$ cat config.mk
export PLATFORM = sky130hd
export DESIGN_NAME = fpec_top
export DESIGN_NICKNAME = d
export VERILOG_FILES = /design/src/hw/fpec_pkg.sv /design/src/hw/fpec_ovl_if.sv /design/src/hw/fpec_ovl_map.sv /design/src/hw/fpec_top.sv
export SDC_FILE = /design/constraint.sdc
export NUM_CORES = 1
export LEC_CHECK = 0
export BUFFER_PORTS_ARGS = -buffer_cell sky130_fd_sc_hd__buf_2
export CAP_MARGIN = 20
export CORE_MARGIN = 4
export CORE_UTILIZATION = 45
export DETAILED_ROUTE_END_ITERATION = 12
export GPL_TIMING_DRIVEN = 0
export MAX_ROUTING_LAYER = met4
export PLACE_DENSITY = 0.62
export RECOVER_POWER = 50
export REMOVE_ABC_BUFFERS = 1
export SYNTH_ARGS = -nofsm -noshare
export SYNTH_HDL_FRONTEND = slang
export SYNTH_SLANG_ARGS = --single-unit
$ cat constraint.sdc
create_clock -name clk_sys -period 3.4 [get_ports clk_sys]
set_clock_uncertainty 0.1 [all_clocks]
set_input_delay 0.34 -clock clk_sys [delete_from_list [all_inputs] [get_ports clk_sys]]
set_output_delay 0.34 -clock clk_sys [all_outputs]
set_load 0.005 [all_outputs]
$ cat src/hw/fpec_pkg.sv
// Constants, field layout and types of the flash program/erase controller
package fpec_pkg;
  localparam int ADDR_W = 24;
  localparam int DATA_W = 8;
  // Fixed RAM window used for flash emulation
  localparam logic [23:0] OVL_RAM_BASE = 24'hffe000;
  localparam logic [23:0] OVL_RAM_LAST = 24'hffe3ff;
  localparam int OVL_OFS_W = 10;
  localparam int OVL_SEL_W = 2;
  // Program latch geometry
  localparam int LATCH_BYTES = 128;
  localparam int LATCH_IDX_W = 7;
  localparam int LATCH_CNT_W = 8;
  localparam logic [7:0] LATCH_FULL_CNT = 8'h80;
  // Field positions of flash_ctrl_one
  localparam int C1_SWE = 6;
  localparam int C1_EV = 3;
  localparam int C1_PV = 2;
  localparam int C1_E = 1;
  localparam int C1_P = 0;
  // Field position of flash_ctrl_two
  localparam int C2_FLASH_ERROR_FLAG = 7;
  // Field positions of ram_overlay_control
  localparam int OVL_EN = 3;
  localparam int OVL_SEL_HI = 2;
  localparam int OVL_SEL_MID = 1;
  localparam int OVL_SEL_LO = 0;
  // Values after reset
  localparam logic [7:0] CTL1_RST = 8'h00;
  localparam logic [7:0] CTL2_RST = 8'h00;
  localparam logic [7:0] ERASE_BLOCK_SEL_ONE_RST = 8'h00;
  localparam logic [7:0] OVL_RST = 8'h00;
  // Verify dummy write data
  localparam logic [7:0] VERIFY_DUMMY = 8'hff;
  // Flash wake time after standby
  localparam int CLK_MHZ = 100;
  localparam int WAKE_US = 20;
  localparam int WAKE_CYC = WAKE_US * CLK_MHZ;
  localparam int WAKE_W = 12;
  typedef enum logic [2:0] {
    FPEC_IDLE,
    FPEC_PROG,
    FPEC_PVER,
    FPEC_ERASE,
    FPEC_EVER
  } fpec_mode_t;
endpackage

$ cat src/hw/fpec_ovl_if.sv
// Interface between the controller and its overlay address mapper
`timescale 1ns/1ps
interface fpec_ovl_if;
  logic [23:0] addr;
  logic en;
  logic [1:0] blk;
  logic flash_hit;
  logic ram_hit;
  logic [9:0] offset;
  modport mapper (input addr, input en, input blk, output flash_hit, output ram_hit,
    output offset);
  modport user (output addr, output en, output blk, input flash_hit, input ram_hit,
    input offset);
endinterface

$ cat src/hw/fpec_ovl_map.sv
// Overlay mapper: folds one low erase block onto the fixed RAM window
`timescale 1ns/1ps
module fpec_ovl_map (
  fpec_ovl_if.mapper ovl
);
  logic [23:0] blk_base;

  // Block base is the select field times one kilobyte
  assign blk_base = {12'h000, ovl.blk, 10'h000};

  // Both address views reach the same RAM while enabled
  always_comb begin
    ovl.ram_hit = ovl.en && (ovl.addr >= fpec_pkg::OVL_RAM_BASE) &&
      (ovl.addr <= fpec_pkg::OVL_RAM_LAST);
    ovl.flash_hit = ovl.en && (ovl.addr[23:10] == blk_base[23:10]);
    ovl.offset = ovl.addr[9:0];
  end
endmodule

$ cat src/hw/fpec_top.sv
// Flash program/erase controller with RAM overlay and protection
`timescale 1ns/1ps
//
// Contract
// RQ1: Overlay maps RAM window onto one low block
// RQ2: Upper two select bits choose block, low ignored
// RQ3: Overlay RAM answers at RAM and flash addresses
// RQ4: Overlay enabled protects all blocks from program/erase
// RQ5: Overlay disable returns flash addresses to array
// RQ6: Control register one picks one of four modes
// RQ7: Software always sends full 128 bytes, H'FF padded
// RQ8: Latch address and 128 bytes; aligned start only
// RQ9: Program pulse lasts exactly while program bit set
// RQ10: Erase pulse lasts exactly while erase bit set
// RQ11: Software arms watchdog around each pulse
// RQ12: Dummy H'FF write sets verify longword address
// RQ13: Program loop limited to 1,000 repeats by software
// RQ14: Erase loop limited to 100 repeats by software
// RQ15: Software never programs an address twice
// RQ16: Software selects one block per erase
// RQ17: Interrupts blocked while programming, erasing or booting
// RQ18: Reset or standby aborts and clears control registers
// RQ19: Write enable clear ignores program and erase bits
// RQ20: Block register bits enable erase; zero protects all
// RQ21: Read, exception or sleep during operation sets error
// RQ22: Error keeps registers, aborts, refuses reentry, allows verify
// RQ23: Only power-on reset clears error protection
// RQ24: Standby halts flash; resume waits twenty microseconds
// RQ25: Error flag readable in control two until power-on
module fpec_top #(
  parameter int N_BLK_TWO = 4,
  parameter logic [23:0] FLASH_LAST = 24'h01ffff
) (
  input wire logic clk_sys,
  input wire logic rst_n,
  input wire logic por_n,
  input wire logic ctl1_we,
  input wire logic [7:0] ctl1_wdata,
  input wire logic erase_block_sel_one_we,
  input wire logic [7:0] erase_block_sel_one_wdata,
  input wire logic erase_block_sel_two_we,
  input wire logic [N_BLK_TWO-1:0] erase_block_sel_two_wdata,
  input wire logic ovl_we,
  input wire logic [7:0] ovl_wdata,
  input wire logic standby_req,
  input wire logic boot_running,
  input wire logic cpu_valid,
  input wire logic cpu_write,
  input wire logic [23:0] cpu_addr,
  input wire logic [7:0] cpu_wdata,
  input wire logic exc_start,
  input wire logic sleep_exec,
  input wire logic [6:0] latch_rd_idx,
  output logic [7:0] flash_ctrl_one_q,
  output logic [7:0] flash_ctrl_two_q,
  output logic [7:0] erase_block_sel_one_q,
  output logic [N_BLK_TWO-1:0] erase_block_sel_two_q,
  output logic [7:0] ram_overlay_control_q,
  output fpec_pkg::fpec_mode_t mode_q,
  output logic program_pulse_q,
  output logic erase_pulse_q,
  output logic [8+N_BLK_TWO-1:0] erase_target_q,
  output logic irq_block_q,
  output logic route_ram_q,
  output logic [9:0] ram_offset_q,
  output logic [23:0] verify_addr_q,
  output logic verify_armed_q,
  output logic [7:0] latch_count_q,
  output logic [23:0] latch_base_q,
  output logic latch_full_q,
  output logic [7:0] latch_rd_data_q,
  output logic flash_halt_q,
  output logic flash_ready_q
);
  localparam int NB = 8 + N_BLK_TWO;
  localparam logic [11:0] WAKE_CNT = 12'(fpec_pkg::WAKE_CYC);

  // Flash array address decode, shared by several checks
  function automatic logic is_flash(input logic [23:0] a);
    is_flash = (a <= FLASH_LAST);
  endfunction

  // Address and select bundle shared with the overlay mapper
  fpec_ovl_if ovl ();

  logic any_rst;
  logic hw_clr;
  logic software_write_enable;
  logic p_bit;
  logic e_bit;
  logic pv_bit;
  logic ev_bit;
  logic ovl_en;
  logic flash_error_flag;
  logic busy;
  logic flash_rd;
  logic err_event;
  logic pe_allowed;
  logic [NB-1:0] blk_mask;
  logic prog_d;
  logic erase_d;
  fpec_pkg::fpec_mode_t mode_d;
  logic latch_we;
  logic latch_start_ok;
  logic latch_drop;
  logic dummy_wr;
  logic [7:0] latch_mem [fpec_pkg::LATCH_BYTES];
  logic [11:0] wake_cnt_q;

  // Field views of the control registers
  assign software_write_enable = flash_ctrl_one_q[fpec_pkg::C1_SWE];
  assign p_bit = flash_ctrl_one_q[fpec_pkg::C1_P];
  assign e_bit = flash_ctrl_one_q[fpec_pkg::C1_E];
  assign pv_bit = flash_ctrl_one_q[fpec_pkg::C1_PV];
  assign ev_bit = flash_ctrl_one_q[fpec_pkg::C1_EV];
  assign ovl_en = ram_overlay_control_q[fpec_pkg::OVL_EN];
  assign flash_error_flag = flash_ctrl_two_q[fpec_pkg::C2_FLASH_ERROR_FLAG];
  assign busy = program_pulse_q | erase_pulse_q;

  // Either reset input resets; standby also clears the protected set
  assign any_rst = !rst_n || !por_n;
  assign hw_clr = any_rst || standby_req; // [RQ18]

  // Overlay mapper sees the CPU address; low select bit is dropped
  assign ovl.addr = cpu_addr;
  assign ovl.en = ovl_en; // [RQ5]
  assign ovl.blk = {ram_overlay_control_q[fpec_pkg::OVL_SEL_HI],
    ram_overlay_control_q[fpec_pkg::OVL_SEL_MID]}; // [RQ2]

  fpec_ovl_map u_map (
    .ovl(ovl.mapper)
  );

  // A flash read that the overlay does not capture reaches the array
  assign flash_rd = cpu_valid && !cpu_write && is_flash(cpu_addr) && !ovl.flash_hit;

  // Runaway signs while a pulse is applied
  assign err_event = busy && (flash_rd || exc_start || sleep_exec); // [RQ21]

  // All five protections gate entry to program or erase
  assign pe_allowed = software_write_enable && !ovl_en && !flash_error_flag && !standby_req &&
    flash_ready_q; // [RQ4] [RQ19] [RQ22]

  // Block enables from both block registers
  assign blk_mask = {erase_block_sel_two_q, erase_block_sel_one_q};

  // Pulses follow their bits with one cycle lag on both edges
  // Program has priority when software sets both request bits
  assign prog_d = pe_allowed && p_bit && !err_event && !hw_clr; // [RQ9]
  assign erase_d = pe_allowed && e_bit && !p_bit && (|blk_mask) && !err_event &&
    !hw_clr; // [RQ10] [RQ20]

  // Mode decode; verify stays reachable under error protection
  always_comb begin
    if (prog_d) begin
      mode_d = fpec_pkg::FPEC_PROG; // [RQ6]
    end else if (erase_d) begin
      mode_d = fpec_pkg::FPEC_ERASE;
    end else if (software_write_enable && pv_bit && !standby_req && !hw_clr) begin
      mode_d = fpec_pkg::FPEC_PVER; // [RQ22]
    end else if (software_write_enable && ev_bit && !standby_req && !hw_clr) begin
      mode_d = fpec_pkg::FPEC_EVER;
    end else begin
      mode_d = fpec_pkg::FPEC_IDLE;
    end
  end

  // Control register one: cleared by reset and by standby
  always_ff @(posedge clk_sys) begin
    if (hw_clr) begin
      flash_ctrl_one_q <= fpec_pkg::CTL1_RST; // [RQ18]
    end else if (ctl1_we) begin
      flash_ctrl_one_q <= ctl1_wdata;
    end
  end

  // Control register two holds only the error flag; the power-on reset clear wins over a set
  // A plain reset keeps the flag, so a runaway loop stays fenced off
  always_ff @(posedge clk_sys) begin
    if (!por_n) begin
      flash_ctrl_two_q <= fpec_pkg::CTL2_RST; // [RQ23]
    end else if (err_event) begin
      flash_ctrl_two_q[fpec_pkg::C2_FLASH_ERROR_FLAG] <= 1'b1; // [RQ21] [RQ25]
    end
  end

  // Block register one: cleared with control register one
  always_ff @(posedge clk_sys) begin
    if (hw_clr) begin
      erase_block_sel_one_q <= fpec_pkg::ERASE_BLOCK_SEL_ONE_RST; // [RQ18]
    end else if (erase_block_sel_one_we) begin
      erase_block_sel_one_q <= erase_block_sel_one_wdata; // [RQ20]
    end
  end

  // Block register two survives standby
  // Upper selections are not part of the set cleared on standby
  always_ff @(posedge clk_sys) begin
    if (any_rst) begin
      erase_block_sel_two_q <= '0;
    end else if (erase_block_sel_two_we) begin
      erase_block_sel_two_q <= erase_block_sel_two_wdata;
    end
  end

  // Overlay control; reserved upper bits read as zero
  // The low select bit is stored for readback but plays no part in mapping
  always_ff @(posedge clk_sys) begin
    if (any_rst) begin
      ram_overlay_control_q <= fpec_pkg::OVL_RST;
    end else if (ovl_we) begin
      ram_overlay_control_q <= {4'h0, ovl_wdata[3:0]}; // [RQ1]
    end
  end

  // Program and erase pulses, aborted in the cycle an error is seen
  always_ff @(posedge clk_sys) begin
    if (any_rst) begin
      program_pulse_q <= 1'b0;
      erase_pulse_q <= 1'b0;
      mode_q <= fpec_pkg::FPEC_IDLE;
    end else begin
      program_pulse_q <= prog_d; // [RQ9] [RQ22]
      erase_pulse_q <= erase_d; // [RQ10]
      mode_q <= mode_d; // [RQ6]
    end
  end

  // Per-block erase drive; only enabled blocks see the pulse
  genvar gi;
  generate
    for (gi = 0; gi < NB; gi++) begin : g_blk
      always_ff @(posedge clk_sys) begin
        if (any_rst) begin
          erase_target_q[gi] <= 1'b0;
        end else begin
          erase_target_q[gi] <= erase_d && blk_mask[gi]; // [RQ20]
        end
      end
    end
  endgenerate

  // Interrupts held off for the whole pulse and while booting
  // Built from the same terms as the pulses so both change on one edge
  always_ff @(posedge clk_sys) begin
    if (any_rst) begin
      irq_block_q <= 1'b0;
    end else begin
      irq_block_q <= prog_d || erase_d || boot_running; // [RQ17]
    end
  end

  // RAM routing for both the RAM window and the overlaid flash block
  // The offset is captured every cycle and only means something with the route flag
  always_ff @(posedge clk_sys) begin
    if (any_rst) begin
      route_ram_q <= 1'b0;
      ram_offset_q <= '0;
    end else begin
      route_ram_q <= cpu_valid && (ovl.flash_hit || ovl.ram_hit); // [RQ1] [RQ3]
      ram_offset_q <= ovl.offset; // [RQ3]
    end
  end

  // Latch accepts writes only in the setup phase, before any pulse
  assign latch_start_ok = (cpu_addr[6:0] == 7'h00); // [RQ8]
  assign latch_we = cpu_valid && cpu_write && is_flash(cpu_addr) && !ovl.flash_hit &&
    software_write_enable && !p_bit && !e_bit && !pv_bit && !ev_bit && !ovl_en && !latch_full_q &&
    ((latch_count_q != 8'h00) || latch_start_ok);
  // The latch empties when a program pulse ends, ready for the next unit
  // A byte written in the cycle the pulse ends is lost; software only
  // loads the latch before it sets the program bit
  assign latch_drop = program_pulse_q && !prog_d;

  // Latch bookkeeping: first byte also captures the unit address
  always_ff @(posedge clk_sys) begin
    if (hw_clr || latch_drop) begin
      latch_count_q <= '0;
      latch_base_q <= '0;
      latch_full_q <= 1'b0;
    end else if (latch_we) begin
      if (latch_count_q == 8'h00) begin
        latch_base_q <= cpu_addr; // [RQ8]
      end
      latch_count_q <= latch_count_q + 8'h01;
      latch_full_q <= (latch_count_q == fpec_pkg::LATCH_FULL_CNT - 8'h01); // [RQ7]
    end
  end

  // Latch storage; no reset since contents only count once full
  always_ff @(posedge clk_sys) begin
    if (latch_we) begin
      latch_mem[latch_count_q[6:0]] <= cpu_wdata; // [RQ8]
    end
  end

  // Registered read port towards the array write circuit
  always_ff @(posedge clk_sys) begin
    if (any_rst) begin
      latch_rd_data_q <= '0;
    end else begin
      latch_rd_data_q <= latch_mem[latch_rd_idx];
    end
  end

  // Dummy write picks the longword the array returns in verify
  assign dummy_wr = cpu_valid && cpu_write && is_flash(cpu_addr) &&
    (cpu_wdata == fpec_pkg::VERIFY_DUMMY) && (cpu_addr[1:0] == 2'b00) &&
    ((mode_q == fpec_pkg::FPEC_PVER) || (mode_q == fpec_pkg::FPEC_EVER));

  // Verify arming is dropped as soon as verify mode is left; the address is kept
  // A dummy write outside the verify modes leaves the address untouched
  always_ff @(posedge clk_sys) begin
    if (hw_clr) begin
      verify_addr_q <= '0;
      verify_armed_q <= 1'b0;
    end else if (dummy_wr) begin
      verify_addr_q <= cpu_addr; // [RQ12]
      verify_armed_q <= 1'b1;
    end else if ((mode_d != fpec_pkg::FPEC_PVER) && (mode_d != fpec_pkg::FPEC_EVER)) begin
      verify_armed_q <= 1'b0;
    end
  end

  // Standby halts the array; wake time is enforced here as well, so a
  // short software wait setting cannot start program or erase on an unstable array
  always_ff @(posedge clk_sys) begin
    if (any_rst) begin
      flash_halt_q <= 1'b0;
      wake_cnt_q <= WAKE_CNT;
      flash_ready_q <= 1'b1;
    end else if (standby_req) begin
      flash_halt_q <= 1'b1; // [RQ24]
      wake_cnt_q <= '0;
      flash_ready_q <= 1'b0;
    end else begin
      flash_halt_q <= 1'b0;
      if (wake_cnt_q != WAKE_CNT) begin
        wake_cnt_q <= wake_cnt_q + 12'h001;
      end
      flash_ready_q <= (wake_cnt_q >= WAKE_CNT - 12'h001); // [RQ24]
    end
  end
endmodule

Yosys cells after proc, flatten, opt, wreduce, memory -nomap -nowiden
Memories as Yosys holds them, arrays and structs flattened. A register that Yosys moved wholly into a read port is not among the register bits.
Index checks and enable logic that the tools add are counted.
{ "word_totals": {"reg_bits": 126, "ram_bits": 1024, "in_bits": 80, "out_inout_bits": 133, "word_cells": 148, "mem_count": 1} }
{ "memory_table": {"columns": ["memory", "words", "width", "read_ports", "rd_clocked_by_memory_dff", "wr", "line", "rtl"], "rows": [
  ["latch_mem", 128, 8, 1, 1, 1, "fpec_top.sv:107", "logic [7:0] latch_mem [fpec_pkg::LATCH_BYTES];"]
]} }
{ "classes": {"n_addsub": 2, "n_lt_le_gt_ge": 4, "n_eq_ne": 8, "n_mux": 12, "bitwise_logic": 1, "n_reduce_logical": 88} }
{ "ops": {"columns": ["operator", "n"], "rows": [
  ["$logic_and 1x1->1", 54],
  ["$ge 24x24->1 const B", 1],
  ["$le 24x17->1 const B", 1],
  ["$le 24x24->1 const B", 1],
  ["$mux 11", 2],
  ["$logic_not 1->1", 15],
  ["$eq 14x2->1", 1],
  ["$add 12x1->12 const B", 1],
  ["$ge 12x11->1 const B", 1],
  ["$mux 3", 4],
  ["$ne 12x11->1 const B", 1],
  ["$reduce_or 12->1", 1],
  ["$logic_or 1x1->1", 10],
  ["$add 8x1->8 const B", 1],
  ["$eq 8x7->1 const B", 1],
  ["$eq 8x8->1 const B", 1],
  ["$logic_not 8->1", 1],
  ["$reduce_bool 8->1", 1],
  ["$logic_not 7->1", 1],
  ["$mux 1", 6],
  ["$reduce_bool 2->1", 2],
  ["$eq 3x2->1 const B", 1],
  ["$eq 3x3->1 const B", 1],
  ["$ne 3x2->1 const B", 1],
  ["5 further kinds", 5]
]} }

Longest topological paths before layout
{ "depth": {"depth_word": 16, "ltp_mapped": 12, "ltp_nobuf": 8} }

By module
From an unflattened synthesis, not the netlist that was laid out.
{ "hier_totals": {"hier_cells": 2406, "area_unflattened_um2": 44556.5} }
{ "modules_own_cells": {"columns": ["module", "instances", "cells_per_inst", "area_each_um2", "seq_area_each_um2"], "rows": [
  ["fpec_top", 1, 2384, 44386.3, 33432.1],
  ["fpec_ovl_map", 1, 22, 170.2, 0.0]
]} }

Worst setup path before layout
Ideal clock, no wire load.
{ "synth_path": {"path_type": "register -> register", "startpoint": "reg latch_count_q[0]", "endpoint": "mem latch_mem[61][0] (enable)", "setup_time_ps": 370, "t_arrival_ps": 2508, "required_time_ps": 2930, "path_slack_ps": 421, "stages_incl_launch_ff": 10, "path_buffers": 3, "synth_period_minus_slack_ps": 2979, "path_cell_list": "dfxtp_1 -> clkbuf_1 -> inv_1 -> ha_1 -> nor4b_4 -> a2111o_1 -> or3_1 -> buf_2 -> buf_4 -> nor2_1"} }
{ "synth_via": {"elab_chain_cells": 5} }
{ "synth_lines": {"columns": ["element", "line", "rtl"], "rows": [
  ["start, declared", "fpec_top.sv:68", "output logic [7:0] latch_count_q,"],
  ["start signal, assigned", "fpec_top.sv:285", "latch_count_q <= latch_count_q + 8'h01;"],
  ["$reduce_bool 8->1", "fpec_top.sv:269", "((latch_count_q != 8'h00) || latch_start_ok);"],
  ["$logic_or 1x1->1", "fpec_top.sv:269", null],
  ["$logic_and 1x1->1", "fpec_top.sv:268", "software_write_enable && !p_bit && !e_bit && !pv_bit && !ev_bit && !ovl_en && !latch_full_q &&"],
  ["$mux 1", "fpec_top.sv:292", "if (latch_we) begin"],
  ["$mux 1 (not written as such)", "fpec_top.sv:293", "latch_mem[latch_count_q[6:0]] <= cpu_wdata;"],
  ["end, declared", "fpec_top.sv:107", null]
]} }
Parallel ways exist; a longest one is shown, timed or not.

Final worst setup path
{ "layout_path": {"startpoint": "in rst_n", "endpoint": "reg latch_rd_data_q[6], read port of latch_mem"} }
{ "layout_via": {"elab_chain_cells": 2} }
{ "layout_lines": {"columns": ["element", "line", "rtl"], "rows": [
  ["start, declared", "fpec_top.sv:35", "input wire logic rst_n,"],
  ["$logic_not 1->1", "fpec_top.sv:121", "assign any_rst = !rst_n || !por_n;"],
  ["$logic_or 1x1->1", "fpec_top.sv:121", null],
  ["end, declared", "fpec_top.sv:71", "output logic [7:0] latch_rd_data_q,"]
]} }
Every way passes these cells.
A chain may end at the register's enable or synchronous reset.

==> results by group <==
Run status
  • Status: finished with violations
  • Failing checks: capacitance limit, slew limit

Placement
  • HPWL after DPL: 65.8 mm
  • Area of placed instances: 47400 um2
  • Input/output buffers: 197
  • RD Place Congestion: 0.824

CTS
  • CTS tree: built
  • H-tree Lvls: 3
  • Clock buffer depth: 3
  • Total CTS buffers: 112
  • Worst-path clk slew: 0.06 ns
  • CTS root buffer: clkbuf_16
  • Clk sink count: 1158
  • Clock Latency Late Sink: 0.67 ns

Synthesis
  • Mapped cell area: 45000 um2
  • Count of cell types in the netlist: 66
  • Synthesized area per cell: 18.4 um2
  • Async set or reset register ratio after synthesis: 0
  • Sequential fraction of the synthesis area: 0.743
  • Post-synth EDFFs: 1024
  • Synth warnings: 0
  • Primary FF master, synth: edfxtp_1
  • Flip-flop and latch count after synthesis: 1158
  • Post-Syn Instances: 2452

Die
  • Core region area: 98900 um2
  • Full die area: 105000 um2
  • Starting Density: 0.455
  • Ports: 213
  • # rows: 115
  • Die width: 324 um
  • Die H: 324 um

Pwr
  • P_sw: 5.99 mW
  • Cell Pwr Density: 555 nW/um2
  • P_int: 23.3 mW
  • Sw Share: 0.205
  • PnR Total Power: 29.3 mW
  • Gate power share: 0.047
  • Register share of total power: 0.530
  • Leakage: 17.4 nW
  • Peak supply drop: 0.387 mV
  • Clock power frac: 0.423

Min path
  • Hold path cells: 4
  • HP Class: primary input to register

Critical path
  • Worst EP required: 3.86 ns
  • CP Capture Type: register
  • Worst R2R Path Depth: 6
  • Setup CP Type: primary input to register
  • Crit path DAT: 3.82 ns
  • Worst-path fanout max: 14
  • CP startpoint kind: primary input

Drt
  • WL/cell: 26.6 um
  • Via Count: 24000
  • Post-route DRC: 0
  • Via-per-instance ratio: 5.82
  • Post-Route WL: 110 mm
  • First-pass detailed-route iteration total: 5
  • DRT iter0 DRCs: 2406
  • Antenna viol nets, final: 0

Timing
  • Setup repair after global routing missed its margin: true
  • # setup viols final: 0
  • Slew HR: -0.145
  • Hold Vio Cnt, Final: 0
  • Fmax: 298 MHz
  • Measured slew at the worst slew-check pin: 1.72 ns
  • Setup TNS: 0 ns
  • Crit path time final: 3.36 ns
  • Hold_ws: 0.0356 ns
  • Final Slew Violations: 151
  • Fin crit share: 0.987

Global routing
  • Pin count of the biggest net entering global routing: 100
  • Initial antenna violation count: 2
  • GRT Total Usage: 0.215
  • Global route overflow: 0
  • Vias in the first global route: 24600
  • First-pass GRT wire length: 162 mm

Layout
  • FILL cells: 7568
  • Post-Layout Inst Area: 52800 um2
  • Nets: 2828
  • Share of post-route cells with drive strength above 1: 0.240
  • Area grow syn2layout: 17.2%
  • Util after Layout: 0.534

Run
  • Max cap viols: 2
==> cell type report <==
class                   instances  area (um2)  share of cell area
clock buffers                 152        3130              0.0593
inverters                       6        22.5            0.000427
diodes                          1        2.50           0.0000474
well taps                    1287        1610              0.0305
repair buffers                315        2520              0.0478
clock inverters                55         542              0.0103
multi-input cells            1151       11500               0.218
flip-flops and latches       1158       33400               0.634
==> synth_stat cells, drive strengths merged, types with 30 or more instances <==
master | number | area, um2
edfxtp | 1024 | 30700
mux2i | 275 | 2750
nor2 | 213 | 800
mux4 | 180 | 4050
dfxtp | 134 | 2680
buf | 112 | 723
a22oi | 80 | 601
nand3 | 57 | 300
a21oi | 46 | 234
nand2 | 43 | 166
clkbuf | 36 | 136
nor2b | 30 | 188
==> layout by cell type, fill, tap and decap left out, types with 71 or more instances in the layout <==
| cell type | instances |
|---|---|
| a22oi_1 | 80 |
| buf_2 | 112 |
| clkbuf_1 | 101 |
| clkbuf_16 | 117 |
| dfxtp_1 | 129 |
| dlygate4sd3_1 | 71 |
| edfxtp_1 | 1024 |
| mux2i_1 | 275 |
| mux4_2 | 180 |
| nor2_1 | 87 |
==> path summary, 6_finish.rpt <==
| kind | slack (ns) | startpoint | endpoint |
|---|---|---|---|
| min reg2reg | 0.37 | verify_addr_q[17] | verify_addr_q[17] |
| max | 0.04 | rst_n | latch_rd_data_q[6] |
| min | 0.04 | exc_start | program_pulse_q |
| max reg2reg | 0.09 | latch_count_q[1] | latch_mem[6][3] |
==> power by group through the flow <==
stage / sequential [mW] / combinational, mW / clock [mW]
floorplan: 15.8 / 0.515 / 0
global placement: 15.8 / 1.42 / 0
detailed placement: 15.8 / 1.30 / 0
CTS: 15.5 / 1.39 / 12.6
global route: 15.5 / 1.48 / 13.2
finish: 15.5 / 1.39 / 12.4
==> flip-flops by register name, indices dropped and copies added, names as in the netlist, 3 cells and up <==
register               count
mode_q                     3
latch_base_q              24
latch_mem               1024
verify_addr_q             24
latch_count_q              8
flash_ctrl_one_q           8
erase_block_sel_one_q      8
latch_rd_data_q            8
ram_offset_q              10
wake_cnt_q                12
erase_target_q            12
erase_block_sel_two_q      4
ram_overlay_control_q      4
==> critical path, cell delays in order <==
cell and delay [ns]:
dlygate4sd3_1 0.53, buf_2 0.31, nand2_1 0.50, buf_16 0.34, or3_1 0.42, nor4_1 0.93
nor4_2 0.18, o21ai_1 0.23
==> layer usage <==
| layer | GRT usage | up-vias | routed length, um |
|---|---|---|---|
| met1 | 0.297 | 12500 | 46000 |
| met4 | 0.0565 | 0 | 2260 |
| li1 | - | 10300 | - |
| met5 | - | - | 0 |
| met3 | 0.0347 | 168 | 8260 |
| met2 | 0.337 | 1001 | 53000 |
==> timing repair <==
item | CTS | global route
endpoints found under the hold margin | 71 | 0
gates resized for setup | 155 | 54
setup buffers | 21 | 1
hold buffers | 71 | 0
pin swaps | 5 | 2
cloned | 3 | 2
setup endpoints to repair | 1022 | 541
==> kinds of logic after synthesis <==
| kind of cell | Yosys count | synth area share |
|---|---|---|
| buffers and inverters | 154 | 0.0196 |
| AO/OA/AOI/OAI | 179 | 0.0275 |
| XOR/XNOR | 19 | 0.00370 |
| AND/OR/NAND/NOR | 477 | 0.0528 |
| other | 1 | 0.0000833 |
| multiplexers | 460 | 0.152 |
| flip-flops | 1158 | 0.743 |
| adder cells (fa/ha/maj) | 4 | 0.00111 |
==> through the flow <==
stage          setup WS (ns)  instances
6_report              0.0434       4125
5_1_grt             -0.00784       4125
4_1_cts               -0.294       4120
3_5_place_dp           -1.11       3818
3_3_place_gp           -7.85       3798
2_1_floorplan          0.599       2314
Note: power is estimated with default switching activity, not from simulation.
